File: src/pkg/dmpd_params.svh
// Constants of the dual-modulus divider: presets, terminal values, moduli.
// Assumes inclusion by bare name from package and design files.
`ifndef DMPD_PARAMS_SVH
`define DMPD_PARAMS_SVH

// ----------------------------------------------------------------------
// Loop figures
// ----------------------------------------------------------------------
`define DMPD_REF_RATE_KHZ      40
`define DMPD_RATIO_MIN         4291
`define DMPD_RATIO_MAX         7290
`define DMPD_TERM_COUNT        3709

// ----------------------------------------------------------------------
// Preset offsets and BCD limits
// ----------------------------------------------------------------------
`define DMPD_TOP_ADD           4'h8
`define DMPD_BCD_MAX           4'h9
`define DMPD_BCD_ZERO          4'h0

// ----------------------------------------------------------------------
// Prescaler stages
// ----------------------------------------------------------------------
`define DMPD_TEN_LAST          4'h9
`define DMPD_ELEVEN_LAST       4'hA
`define DMPD_FIVE_LAST         3'h4

// ----------------------------------------------------------------------
// Swallow terminal 09, wrap value 49
// ----------------------------------------------------------------------
`define DMPD_SW_TERM_TENS      3'h0
`define DMPD_SW_TERM_UNITS     4'h9
`define DMPD_SW_WRAP_TENS      3'h4

// ----------------------------------------------------------------------
// Programmable counter early-decode value 380 / 381
// ----------------------------------------------------------------------
`define DMPD_PC_EARLY_TOP      4'h3
`define DMPD_PC_EARLY_MID      4'h8

`endif

File: src/pkg/dmpd_pkg.sv
// Types used by the divider; the prescaler imports the package but uses none of them.
// Assumes dmpd_params.svh is on the include path.
`include "dmpd_params.svh"

package dmpd_pkg;

  // Early-decode sequencer, one-hot
  typedef enum logic [2:0] {
    DMPD_ED_INIT = 3'b001,
    DMPD_ED_RUN  = 3'b010,
    DMPD_ED_LOW  = 3'b100
  } dmpd_ed_state_t;

  // Swallow counter: mod-5 tens, decade units
  typedef struct packed {
    logic [2:0] tens;
    logic [3:0] units;
  } dmpd_swallow_t;

  // Programmable counter: top decade, middle decade, halves bit
  typedef struct packed {
    logic [3:0] top;
    logic [3:0] mid;
    logic       half;
  } dmpd_prog_t;

endpackage : dmpd_pkg

File: src/pkg/dmpd_presc_if.sv
// Link between the counter chain and the 50/51 prescaler.
// Assumes both ends run on the same clock and reset.
`timescale 1ns/1ns

interface dmpd_presc_if;
  logic ce;
  logic vco_pulse;
  logic modulus_select_input;
  logic presc_pulse;
  logic eleven_count_enable_n;

  modport presc (
    input  ce,
    input  vco_pulse,
    input  modulus_select_input,
    output presc_pulse,
    output eleven_count_enable_n
  );

  modport ctrl (
    output ce,
    output vco_pulse,
    output modulus_select_input,
    input  presc_pulse,
    input  eleven_count_enable_n
  );
endinterface : dmpd_presc_if

File: src/design/dmpd_prescaler.sv
// Dual-modulus 50/51 prescaler: divide-by-10/11 stage and divide-by-5 stage.
// Assumes vco_pulse is a one-clock strobe per oscillator input pulse.
`timescale 1ns/1ns
`include "dmpd_params.svh"

module dmpd_prescaler
  import dmpd_pkg::*;
(
  // Clock and reset
  input wire logic    mclk_i,
  input wire logic    rst_b_i,
  // Counter-chain side
  dmpd_presc_if.presc pif
);

  logic [3:0] ten_reg;
  logic [2:0] five_reg;
  logic       pulse_reg;

  wire        eleven_sel_n;
  wire  [3:0] ten_last;
  wire        ten_wrap;
  wire        five_wrap;

  // ----------------------------------------------------------------------
  // Modulus decode
  // ----------------------------------------------------------------------
  // once in five
  assign eleven_sel_n = (five_reg != `DMPD_FIVE_LAST);
  assign ten_last  = (!pif.modulus_select_input && !eleven_sel_n) ? `DMPD_ELEVEN_LAST : `DMPD_TEN_LAST;
  assign ten_wrap  = pif.vco_pulse && (ten_reg == ten_last);
  assign five_wrap = ten_wrap && (five_reg == `DMPD_FIVE_LAST);

  assign pif.eleven_count_enable_n = eleven_sel_n;
  assign pif.presc_pulse           = pulse_reg;

  // ----------------------------------------------------------------------
  // Stages
  // ----------------------------------------------------------------------
  // 50 or 51 per cycle
  always_ff @(posedge mclk_i or negedge rst_b_i) begin
    if (!rst_b_i) begin
      ten_reg   <= 4'h0;
      five_reg  <= 3'h0;
      pulse_reg <= 1'b0;
    end else if (pif.ce) begin
      if (pif.vco_pulse) begin
        ten_reg <= ten_wrap ? 4'h0 : ten_reg + 4'h1;
      end
      if (ten_wrap) begin
        five_reg <= five_wrap ? 3'h0 : five_reg + 3'h1;
      end
      pulse_reg <= five_wrap;
    end
  end

endmodule : dmpd_prescaler

File: src/design/dmpd_divider.sv
// Programmable divide-by-N chain for the first local-oscillator loop.
// Assumes vco_pulse_i is a synchronous one-clock strobe per oscillator
// pulse and the tuning word is stable BCD in 0000..2999.
`timescale 1ns/1ns
`include "dmpd_params.svh"

module dmpd_divider
  import dmpd_pkg::*;
(
  // Clock, reset, enable
  input  wire logic        mclk_i,
  input  wire logic        rst_b_i,
  input  wire logic        ce_i,
  // Oscillator input strobe
  input  wire logic        vco_pulse_i,
  // Tuning word, four BCD digits
  input  wire logic [15:0] tune_bcd_i,
  // Phase-detector side
  output logic             early_decode_n_o,
  output logic             phase_det_pulse_o,
  // Chain status
  output logic             prescaler_pulse_o,
  output logic             zero_detect_o,
  output logic             carry_flag_o,
  // Oscillator band select
  output logic [2:0]       band_code_o
);

  // ----------------------------------------------------------------------
  // Functions
  // ----------------------------------------------------------------------

  // One BCD digit down, 0 wraps to 9
  function automatic logic [3:0] bcd_down(input logic [3:0] d);
    bcd_down = (d == `DMPD_BCD_ZERO) ? `DMPD_BCD_MAX : d - 4'h1;
  endfunction : bcd_down

  // BCD to biquinary {five, quinary}; a constant table
  function automatic logic [3:0] biquinary_code_rom(input logic [3:0] d);
    case (d)
      4'h0:    biquinary_code_rom = 4'h0;
      4'h1:    biquinary_code_rom = 4'h1;
      4'h2:    biquinary_code_rom = 4'h2;
      4'h3:    biquinary_code_rom = 4'h3;
      4'h4:    biquinary_code_rom = 4'h4;
      4'h5:    biquinary_code_rom = 4'h8;
      4'h6:    biquinary_code_rom = 4'h9;
      4'h7:    biquinary_code_rom = 4'hA;
      4'h8:    biquinary_code_rom = 4'hB;
      4'h9:    biquinary_code_rom = 4'hC;
      default: biquinary_code_rom = 4'h0;
    endcase
  endfunction : biquinary_code_rom

  // Swallow step: units down, tens down mod 5
  function automatic dmpd_swallow_t swallow_down(input dmpd_swallow_t s);
    dmpd_swallow_t r;
    r       = s;
    r.units = bcd_down(s.units);
    if (s.units == `DMPD_BCD_ZERO) begin
      r.tens = (s.tens == 3'h0) ? `DMPD_SW_WRAP_TENS : s.tens - 3'h1;
    end
    swallow_down = r;
  endfunction : swallow_down

  // Programmable step: halves, then middle, then top
  function automatic dmpd_prog_t prog_down(input dmpd_prog_t p);
    dmpd_prog_t r;
    r      = p;
    r.half = ~p.half;
    if (!p.half) begin
      r.mid = bcd_down(p.mid);
      if (p.mid == `DMPD_BCD_ZERO) begin
        r.top = p.top - 4'h1;
      end
    end
    prog_down = r;
  endfunction : prog_down

  // Tuned MHz (0..29) in steps of four MHz of oscillator band
  function automatic logic [2:0] band_code_encoder(input logic [3:0] tens, input logic [3:0] units);
    logic [6:0] mhz;
    mhz = 7'(tens) * 7'h0A + 7'(units);
    band_code_encoder = mhz[4:2];
  endfunction : band_code_encoder

  // ----------------------------------------------------------------------
  // Declarations
  // ----------------------------------------------------------------------
  dmpd_presc_if   presc_bus ();

  dmpd_ed_state_t ed_state_reg;
  dmpd_swallow_t  swallow_reg;
  dmpd_prog_t     prog_reg;
  logic           valid_reg;
  logic           carry_reg;
  logic           zero_det_reg;
  logic           pd_pulse_reg;
  logic [2:0]     band_reg;

  wire [3:0]      dig_thou;
  wire [3:0]      dig_hund;
  wire [3:0]      dig_tens;
  wire [3:0]      dig_units;
  wire [3:0]      top_preset;
  wire [3:0]      bq_code;
  dmpd_swallow_t  swallow_preset;
  dmpd_prog_t     prog_preset;
  wire            preset_no_carry;

  wire            adv;
  wire            load_now;
  wire            init_now;
  wire            swallow_at_term;
  wire            swallow_hit;
  wire            swallow_wrap;
  wire            modulus_fifty;
  dmpd_prog_t     early_value;
  wire            early_hit;

  // ----------------------------------------------------------------------
  // Preset decode
  // ----------------------------------------------------------------------
  // BCD tuning digits
  assign dig_thou  = tune_bcd_i[15:12];
  assign dig_hund  = tune_bcd_i[11:8];
  assign dig_tens  = tune_bcd_i[7:4];
  assign dig_units = tune_bcd_i[3:0];

  assign top_preset = dig_thou + `DMPD_TOP_ADD;

  assign bq_code = biquinary_code_rom(dig_tens);

  // Halves bit joins the programmable count, quinary part the swallow count
  assign swallow_preset.tens  = bq_code[2:0];
  assign swallow_preset.units = dig_units;
  assign prog_preset.top      = top_preset;
  assign prog_preset.mid      = dig_hund;
  assign prog_preset.half     = bq_code[3];

  assign preset_no_carry = (swallow_preset.tens != 3'h0) || (swallow_preset.units == `DMPD_SW_TERM_UNITS);

  // ----------------------------------------------------------------------
  // Prescaler
  // ----------------------------------------------------------------------
  assign presc_bus.ce                   = ce_i;
  assign presc_bus.vco_pulse            = vco_pulse_i;
  assign presc_bus.modulus_select_input = modulus_fifty;

  dmpd_prescaler u_prescaler (
    .mclk_i  (mclk_i),
    .rst_b_i (rst_b_i),
    .pif     (presc_bus.presc)
  );

  // ----------------------------------------------------------------------
  // Count decode
  // ----------------------------------------------------------------------
  // one shared advance
  assign adv      = ce_i && presc_bus.presc_pulse;
  assign init_now = ce_i && (ed_state_reg == DMPD_ED_INIT);
  assign load_now = adv && (ed_state_reg == DMPD_ED_LOW);

  assign swallow_at_term = (swallow_reg.tens == `DMPD_SW_TERM_TENS) && (swallow_reg.units == `DMPD_SW_TERM_UNITS);
  assign swallow_hit     = valid_reg && swallow_at_term;
  assign swallow_wrap    = (swallow_reg.tens == 3'h0) && (swallow_reg.units == `DMPD_BCD_ZERO);

  assign modulus_fifty = zero_det_reg || swallow_hit;

  assign early_value.top  = `DMPD_PC_EARLY_TOP;
  assign early_value.mid  = `DMPD_PC_EARLY_MID;
  assign early_value.half = carry_reg;

  assign early_hit = (ed_state_reg == DMPD_ED_RUN) && (prog_reg == early_value);

  // ----------------------------------------------------------------------
  // Early-decode sequencer
  // ----------------------------------------------------------------------
  // Reset waits in INIT so the presets load from live inputs, not constants
  always_ff @(posedge mclk_i or negedge rst_b_i) begin
    if (!rst_b_i) begin
      ed_state_reg <= DMPD_ED_INIT;
    end else begin
      case (ed_state_reg)
        DMPD_ED_INIT: begin
          if (ce_i) begin
            ed_state_reg <= DMPD_ED_RUN;
          end
        end
        DMPD_ED_RUN: begin
          if (adv && early_hit) begin
            ed_state_reg <= DMPD_ED_LOW;
          end
        end
        DMPD_ED_LOW: begin
          if (adv) begin
            ed_state_reg <= DMPD_ED_RUN;
          end
        end
        default: begin
          ed_state_reg <= DMPD_ED_INIT;
        end
      endcase
    end
  end

  // ----------------------------------------------------------------------
  // Programmable counter
  // ----------------------------------------------------------------------
  // count down to terminal
  always_ff @(posedge mclk_i or negedge rst_b_i) begin
    if (!rst_b_i) begin
      prog_reg <= '0;
    end else if (init_now || load_now) begin
      prog_reg <= prog_preset;
    end else if (adv) begin
      prog_reg <= prog_down(prog_reg);
    end
  end

  // ----------------------------------------------------------------------
  // Swallow counter, validation and carry
  // ----------------------------------------------------------------------
  // swallow frozen after terminal
  always_ff @(posedge mclk_i or negedge rst_b_i) begin
    if (!rst_b_i) begin
      swallow_reg <= '0;
    end else if (init_now || load_now) begin
      swallow_reg <= swallow_preset;
    end else if (adv && !modulus_fifty) begin
      swallow_reg <= swallow_down(swallow_reg);
    end
  end

  always_ff @(posedge mclk_i or negedge rst_b_i) begin
    if (!rst_b_i) begin
      valid_reg <= 1'b0;
    end else if (init_now || load_now) begin
      valid_reg <= preset_no_carry;
    end else if (adv && !modulus_fifty && swallow_wrap) begin
      valid_reg <= 1'b1;
    end
  end

  always_ff @(posedge mclk_i or negedge rst_b_i) begin
    if (!rst_b_i) begin
      carry_reg <= 1'b0;
    end else if (init_now || load_now) begin
      carry_reg <= 1'b0;
    end else if (adv && !modulus_fifty && swallow_wrap) begin
      carry_reg <= 1'b1;
    end
  end

  // ----------------------------------------------------------------------
  // Zero detector
  // ----------------------------------------------------------------------
  // set at swallow terminal
  always_ff @(posedge mclk_i or negedge rst_b_i) begin
    if (!rst_b_i) begin
      zero_det_reg <= 1'b0;
    end else if (init_now || load_now) begin
      zero_det_reg <= 1'b0;
    end else if (ce_i && swallow_hit) begin
      zero_det_reg <= 1'b1;
    end
  end

  // ----------------------------------------------------------------------
  // Phase-detector pulse and band code
  // ----------------------------------------------------------------------
  // one pulse per cycle
  always_ff @(posedge mclk_i or negedge rst_b_i) begin
    if (!rst_b_i) begin
      pd_pulse_reg <= 1'b0;
    end else if (ce_i) begin
      pd_pulse_reg <= load_now;
    end
  end

  always_ff @(posedge mclk_i or negedge rst_b_i) begin
    if (!rst_b_i) begin
      band_reg <= 3'h0;
    end else if (ce_i) begin
      band_reg <= band_code_encoder(dig_thou, dig_hund);
    end
  end

  // ----------------------------------------------------------------------
  // Outputs
  // ----------------------------------------------------------------------
  // ratio is preset minus terminal
  // Low exactly while the sequencer sits in its load state
  assign early_decode_n_o  = (ed_state_reg != DMPD_ED_LOW);
  assign phase_det_pulse_o = pd_pulse_reg;
  assign prescaler_pulse_o = presc_bus.presc_pulse;
  assign zero_detect_o     = zero_det_reg;
  assign carry_flag_o      = carry_reg;
  assign band_code_o       = band_reg;

endmodule : dmpd_divider

File: config.mk
export PLATFORM = sky130hd
export DESIGN_NAME = dmpd_divider
export DESIGN_NICKNAME = d
export VERILOG_FILES = /design/src/pkg/dmpd_pkg.sv /design/src/pkg/dmpd_presc_if.sv /design/src/design/dmpd_prescaler.sv /design/src/design/dmpd_divider.sv
export VERILOG_INCLUDE_DIRS = /design/src /design/src/pkg
export SDC_FILE = /design/constraint.sdc
export NUM_CORES = 1
export LEC_CHECK = 0
export BUFFER_PORTS_ARGS = -buffer_cell sky130_fd_sc_hd__buf_2
export CORE_MARGIN = 1
export CORE_UTILIZATION = 35
export CTS_BUF_LIST = sky130_fd_sc_hd__clkbuf_4
export DETAILED_ROUTE_END_ITERATION = 10
export PLACE_DENSITY = 0.64
export SLEW_MARGIN = 15
export SYNTH_ARGS = -nofsm -noshare
export SYNTH_HDL_FRONTEND = slang
export SYNTH_SLANG_ARGS = --single-unit
File: constraint.sdc
create_clock -name mclk_i -period 2.1 [get_ports mclk_i]
set_input_delay 0.21 -clock mclk_i [delete_from_list [all_inputs] [get_ports mclk_i]]
set_output_delay 0.21 -clock mclk_i [all_outputs]
set_load 0.05 [all_outputs]
### Yosys cells after proc, flatten, opt, wreduce, memory -nomap -nowiden

Memories as Yosys holds them, arrays and structs flattened.
Index checks and enable logic that the tools add are counted.

* word-level logic and storage cells: 96
* memories: 1
* memory bits (read-only): 64
* output and inout port bits: 8
* register bits after elaboration: 34
* RAM bits: 0
* input bits: 20
* latch bits: 0

* divide/modulo/power cells: 0
* bitwise logic cells: 1
* multiplexer cells: 22
* $lt $le $gt $ge: 0
* reduce and logical (&&, ||, !) cells: 35
* add/subtract/negate cells: 8
* shifts and indexed selects: 0
* multipliers: 1
* equality and inequality tests: 14

Memory list
* (name not given): depth 16, bits a word 4, rd ports 1, clocked after memory_dff 0, write ports 0, line dmpd_divider.sv:40 `case (d)`

Operator list (count)
* $mux W3: 6
* $mux W9: 2
* $mux W4: 4
* $logic_and A1 B1 Y1: 14
* $mux W7: 2
* $reduce_bool A2 Y1: 6
* $sub A4 B1 Y4 const B: 3
* $eq A9 B7 Y1: 1
* $pmux W3 S3: 1
* $eq A4 B4 Y1 const B: 2
* $logic_not A4 Y1: 2
* $mux W8: 1
* $reduce_and A2 Y1: 4
* $eq A3 B3 Y1 const B: 2
* $ne A3 B3 Y1 const B: 2
* $reduce_and A3 Y1: 2
* $add A5 B4 Y5: 1
* $mux W1: 5
* $add A4 B1 Y4 const B: 1
* $add A4 B4 Y4 const B: 1
* $eq A4 B4 Y1: 1
* $mul A4 B3 Y4 const B: 1
* $ne A2 B1 Y1 const B: 2
* $ne A2 B2 Y1 const B: 2
* 10 further kinds: 13

### Logic depth before layout (Yosys ltp)

* depth in word-level cells: 11
* gate-level depth with buffers: 6

### By module

From an unflattened synthesis, not the netlist that was laid out.

* cells, all modules: 234
* area total of the unflattened synthesis: 2285.9 sq um

By module, submodules not included
* dmpd_divider: times used 1, cells an instance 185, area an instance 1805.5 sq um
* dmpd_prescaler: times used 1, cells an instance 49, area an instance 480.5 sq um

### Worst setup path before layout

OpenSTA, ideal clock, no wires.

* kind: flip-flop to flip-flop
* from: register u_prescaler.pulse_reg, in the netlist u_prescaler.pif.presc_pulse
* to: register swallow_reg[2] (netlist name)
* path buffers: 1
* stages on the path, launching flop included: 6
* setup time: 0.119 ns
* clock period less this slack: 1.953 ns
* arrival time: 1.834 ns
* path slack: 0.147 ns
* path through: dfrtp_1 -> and4bb_1 -> o21ai_2 -> buf_2 -> o311ai_0 -> o21a_1

* longest elaborated chain between the ends: 4
* elaborated cells between the ends (all ways): 6
* those cells by class: 1 x mux; 5 x reduce/logical

Ends and longest elaborated chain
* start: declaration: line dmpd_prescaler.sv:18 `logic pulse_reg;`
* start signal: assignment: line dmpd_prescaler.sv:53 `pulse_reg <= five_wrap;`
* $logic_and A1 B1 Y1 *: line dmpd_divider.sv:160 `assign adv = ce_i && presc_bus.presc_pulse;`
* $logic_and A1 B1 Y1: line dmpd_divider.sv:162 `assign load_now = adv && (ed_state_reg == DMPD_ED_LOW);`
* $logic_or A1 B1 Y1: line dmpd_divider.sv:228 `end else if (init_now || load_now) begin`
* $mux W7 or $reduce_bool A2 Y1 (tied branches)
* end signal: assignment: line dmpd_divider.sv:229 `swallow_reg <= swallow_preset;`
* end signal: assignment: line dmpd_divider.sv:231 `swallow_reg <= swallow_down(swallow_reg);`
* end: declaration: line dmpd_divider.sv:93 `dmpd_swallow_t swallow_reg;`

Mark *: on every way between the ends. The rest lies on a longest branch, timed or not.
A chain may end at the register's enable or synchronous reset.

### Worst setup path after layout

* from: register swallow_reg[5] (netlist name)
* to: register u_prescaler.five_reg[2]

* longest elaborated chain between the ends: 11
* elaborated cells between the ends (all ways): 12
* those cells by class: 1 x eq/ne; 2 x mux; 9 x reduce/logical

Ends and longest elaborated chain
* $logic_not A3 Y1 *
* $logic_and A1 B1 Y1 *: line dmpd_divider.sv:164 `` assign swallow_at_term = (swallow_reg.tens == `DMPD_SW_TERM_TENS) && (swallow_reg.units == `DMPD_SW_TERM_UNITS ... ``
* $logic_and A1 B1 Y1 *: line dmpd_divider.sv:165 `assign swallow_hit = valid_reg && swallow_at_term;`
* $logic_or A1 B1 Y1 *: line dmpd_divider.sv:168 `assign modulus_fifty = zero_det_reg || swallow_hit;`
* $logic_not A1 Y1 *: line dmpd_prescaler.sv:30 `` assign ten_last = (!pif.modulus_select_input && !eleven_sel_n) ? `DMPD_ELEVEN_LAST : `DMPD_TEN_LAST; ``
* $logic_and A1 B1 Y1 *: line dmpd_prescaler.sv:30
* $mux W2 (no line) *
* $eq A4 B4 Y1 *: line dmpd_prescaler.sv:31 `assign ten_wrap = pif.vco_pulse && (ten_reg == ten_last);`
* $logic_and A1 B1 Y1 *: line dmpd_prescaler.sv:31
* $logic_and A1 B1 Y1: line dmpd_prescaler.sv:32 `` assign five_wrap = ten_wrap && (five_reg == `DMPD_FIVE_LAST); ``
* $mux W3: line dmpd_prescaler.sv:51 `five_reg <= five_wrap ? 3'h0 : five_reg + 3'h1;`
* end signal: assignment: line dmpd_prescaler.sv:51
* end: declaration: line dmpd_prescaler.sv:17 `logic [2:0] five_reg;`

Marks and branches as above.

==> impl_metrics.prom <==
# TYPE chip_impl_metric gauge
chip_impl_info{name="cp_slowest_cell",value="sky130_fd_sc_hd__dfrtp_1"} 1
chip_impl_metric{name="floorplan.die.height",unit="um"} 80.9
chip_impl_info{name="hp-class",value="in -> reg"} 1
chip_impl_metric{name="synthesis.nets",unit=""} 261
chip_impl_metric{name="chipWidth",unit="um"} 80.9
chip_impl_info{name="status",value="finished, final reports clean"} 1
chip_impl_info{name="crit_path_end_kind",value="register"} 1
chip_impl_info{name="tritoncts",value="yes"} 1
chip_impl_metric{name="port_buffers",unit=""} 27
chip_impl_metric{name="place_ws",unit="ns"} 0.0379
chip_impl_metric{name="synth.top_cell.area_share",unit="%"} 37.9
chip_impl_metric{name="routabilityCongestion",unit=""} 0.773
chip_impl_metric{name="vias",unit=""} 1855
chip_impl_metric{name="synth-seq-area-share",unit="%"} 39.1
chip_impl_metric{name="data_arrival_time_of_the_critical_path",unit="ns"} 2.22
chip_impl_metric{name="setup_viol_count_final",unit=""} 0
chip_impl_info{name="start_point_of_the_worst_min_delay_path",value="tune_bcd_i[3]"} 1
chip_impl_info{name="root_buffer",value="sky130_fd_sc_hd__clkbuf_4"} 1
chip_impl_metric{name="wire_per_inst",unit="um"} 13.4
chip_impl_metric{name="drt_iter0_markers",unit=""} 76
chip_impl_info{name="yosysMostFrequentCell",value="sky130_fd_sc_hd__dfrtp_1"} 1
chip_impl_metric{name="fin_skew",unit="ns"} 0.00469
chip_impl_metric{name="power.static_leakage",unit="nW"} 1.12
chip_impl_metric{name="post_route_cells_drive_above_1_share",unit="%"} 21.9
chip_impl_info{name="synth_top_area_cell",value="sky130_fd_sc_hd__dfrtp_1"} 1
chip_impl_metric{name="critical_path_peak_fanout",unit=""} 6
chip_impl_metric{name="finish.net_count",unit=""} 298
chip_impl_metric{name="half_perimeter_wire_length_after_placement",unit="um"} 3470
chip_impl_info{name="synth_area_leaders",value="sky130_fd_sc_hd__dfrtp_1 38%, sky130_fd_sc_hd__mux2i_1 5.5%, sky130_fd_sc_hd__nand2_1 4.5%"} 1
chip_impl_info{name="reg2reg_from",value="swallow_reg[5]"} 1
chip_impl_metric{name="number_of_enable_flip_flop_cells_after_synthesis",unit=""} 0
chip_impl_metric{name="core-area",unit="sq um"} 5960
chip_impl_metric{name="sum_of_negative_setup_slack",unit="ns"} 0
chip_impl_metric{name="first_global_vias",unit=""} 1762
chip_impl_metric{name="drc_errors",unit=""} 0
chip_impl_metric{name="timing.final.max_slew_violations",unit=""} 0
chip_impl_metric{name="worstSkewPairLatency",unit="ns"} 0.33
chip_impl_metric{name="drv_cap",unit=""} 0
chip_impl_info{name="critical_path.cell_chain",value="or3_4 > o41ai_4 > or3b_1 > a32o_1"} 1
chip_impl_metric{name="drt.antenna.violating_nets",unit=""} 0
chip_impl_metric{name="highest_clock_frequency_the_design_can_meet",unit="MHz"} 501
chip_impl_metric{name="post_synth_num_cell_types",unit=""} 55
chip_impl_metric{name="worstMarginPinSlew",unit="ns"} 0.766
chip_impl_metric{name="grt_pass1_wl",unit="um"} 7880
chip_impl_metric{name="synth_warnings",unit=""} 0
chip_impl_metric{name="io_pins",unit=""} 28
chip_impl_metric{name="synth-seq-cells",unit=""} 34
chip_impl_metric{name="num_rows",unit=""} 28
chip_impl_metric{name="final_critical_path_setup_slack",unit="ns"} 0.102
chip_impl_metric{name="drt_pass1_iterations",unit=""} 4
chip_impl_info{name="setup.worst_path.start_class",value="register"} 1
chip_impl_metric{name="max_stage_delay",unit="ns"} 0.43
chip_impl_metric{name="grt.total_usage",unit="%"} 15.7
chip_impl_metric{name="final_period_minus_worst_setup_slack",unit="ns"} 2.00
chip_impl_metric{name="netlist_area_before_placement",unit="sq um"} 2180
chip_impl_info{name="ys_dominant_reg_cell",value="sky130_fd_sc_hd__dfrtp_1"} 1
chip_impl_metric{name="grt_max_degree",unit=""} 35
chip_impl_metric{name="average_size_of_a_mapped_cell",unit="sq um"} 9.35
chip_impl_metric{name="worst-endpoint-required",unit="ns"} 2.32
chip_impl_metric{name="area_growth",unit="%"} 15.5
chip_impl_metric{name="ys_async_sr_fraction",unit="%"} 100
chip_impl_info{name="crit_start",value="swallow_reg[5]"} 1
chip_impl_metric{name="largest_reg_flops",unit=""} 9
chip_impl_metric{name="numClockSinks",unit=""} 34
chip_impl_metric{name="start_util",unit="%"} 36.6
chip_impl_info{name="rsz0062_at_grt",value="no"} 1
chip_impl_metric{name="die_area",unit="sq um"} 6550
chip_impl_metric{name="cts.reportedPaths.clkPinSlew",unit="ns"} 0.09
chip_impl_metric{name="global_route.overflow_total",unit=""} 0
chip_impl_info{name="timing_worst_setup_path_type",value="reg -> reg"} 1
chip_impl_metric{name="final.period_utilization",unit="%"} 95.1
chip_impl_metric{name="cts.htree.levels",unit=""} 2
chip_impl_metric{name="route.detailed.vias_per_inst",unit=""} 5.38
chip_impl_metric{name="power-per-cell-area",unit="nW/um^2"} 1110
chip_impl_metric{name="ctsLongestPathBuffers",unit=""} 2
chip_impl_metric{name="finalHoldViolCount",unit=""} 0
chip_impl_metric{name="number_of_antenna_violations_at_the_first_check_in_global_routing",unit=""} 0
chip_impl_metric{name="insertedDiodeCount",unit=""} 0
chip_impl_metric{name="routed_wirelength",unit="um"} 4610
chip_impl_metric{name="vdd_ir_drop_max",unit="V"} 0.000540
chip_impl_metric{name="max_slew_margin",unit="%"} 49.0
chip_impl_metric{name="cts_made_buffers",unit=""} 5
chip_impl_info{name="synth_commonest_cells",value="33 x sky130_fd_sc_hd__dfrtp_1, 26 x sky130_fd_sc_hd__nand2_1, 19 x sky130_fd_sc_hd__o21ai_0, 16 x sky130_fd_sc_hd__a21oi_1, 12 x sky130_fd_sc_hd__mux2i_1"} 1
chip_impl_metric{name="syn-instance-count",unit=""} 233
## placed cells by master, fill, tap and decap left out, types with 9 or more instances in the layout
cell / count
sky130_fd_sc_hd__dfrtp_1: 33
sky130_fd_sc_hd__buf_2: 27
sky130_fd_sc_hd__nand2_1: 26
sky130_fd_sc_hd__o21ai_0: 19
sky130_fd_sc_hd__a21oi_1: 16
sky130_fd_sc_hd__mux2i_1: 12
sky130_fd_sc_hd__inv_1: 11
sky130_fd_sc_hd__nor2_1: 10
sky130_fd_sc_hd__buf_4: 9
## cells by family (layout without fill, tap and decap cells)
kind of cell               after synthesis  in the layout  share of synthesized area (%)
DFF                                     34             34                           39.1
and+or+nand+nor                         84             84                           21.8
AOI/OAI and AO/OA                       66             66                           20.6
xor gates and xnor gates                 7              7                           2.81
buffers and inverters                   18             55                           3.21
muxes                                   16             16                           7.58
adders and majority gates                8              8                           4.94
## final cells by class
class,count,area (sq um)
fillers,617,3440
flip-flops and latches,34,852
repair buffers,37,213
multi-input cells,181,1260
well taps,75,93.8
inverters,11,41.3
clock buffers,7,52.6
## repair_timing
item                                    4_1_cts  5_1_grt
endpoints found under the hold margin        33        0
buffers inserted                              0        0
endpoints found under the setup margin        0        2
resized for setup                             0        1
hold buffers                                  1        0
## routing by layer
metal | vias up | track usage, % | share of wire [%]
li1 | 930 | - | -
met1 | 886 | 19.8 | 48
met2 | 33 | 26.0 | 47
met3 | 6 | 4.16 | 3.9
met4 | 0 | 5.36 | 1.2
met5 | - | 0 | 0
## worst max-delay path, delay by kind of cell, from the launching register on
family	cells	cell delay [ns]
AO/OA/AOI/OAI	2	0.66
flip-flops	1	0.43
AND/OR/NAND/NOR	2	0.81
## where the power goes
| group | switching [mW] | leakage, nW | internal [mW] |
|---|---|---|---|
| Combinational | 0.647 | 0.676 | 0.576 |
| Sequential | 0.290 | 0.412 | 0.914 |
| Clock | 0.206 | 0.0322 | 0.152 |
## through the flow
| stage | power [mW] | cells | area [sq um] | util, % | hold WS [ns] |
|---|---|---|---|---|---|
| final | 2.78 | 345 | 2520 | 42.3 | 0.0812 |
| after global routing | 3.03 | 345 | 2520 | 42.3 | 0.0688 |
| after CTS | 2.81 | 345 | 2510 | 42.1 | 0.0717 |
| after detailed placement | 2.44 | 337 | 2450 | 41.1 | 0.338 |
| after global placement | 2.40 | 337 | 2450 | 41.1 | 0.348 |
| after floorplan | 2.11 | 233 | 2180 | - | -0.0856 |
## final timing paths
path	cells past startpoint	slack (ns)	to
worst max-delay path	4	0.10	u_prescaler.five_reg[2]
worst min register to register	1	0.51	band_code_o[1]
max in group asynchronous	2	1.14	swallow_reg[2]
min in group asynchronous	2	0.48	band_code_o[2]
worst min-delay path	3	0.08	swallow_reg[3]
worst max register to register	4	0.10	u_prescaler.five_reg[2]
No activity file was read; power rests on OpenSTA's default activity.
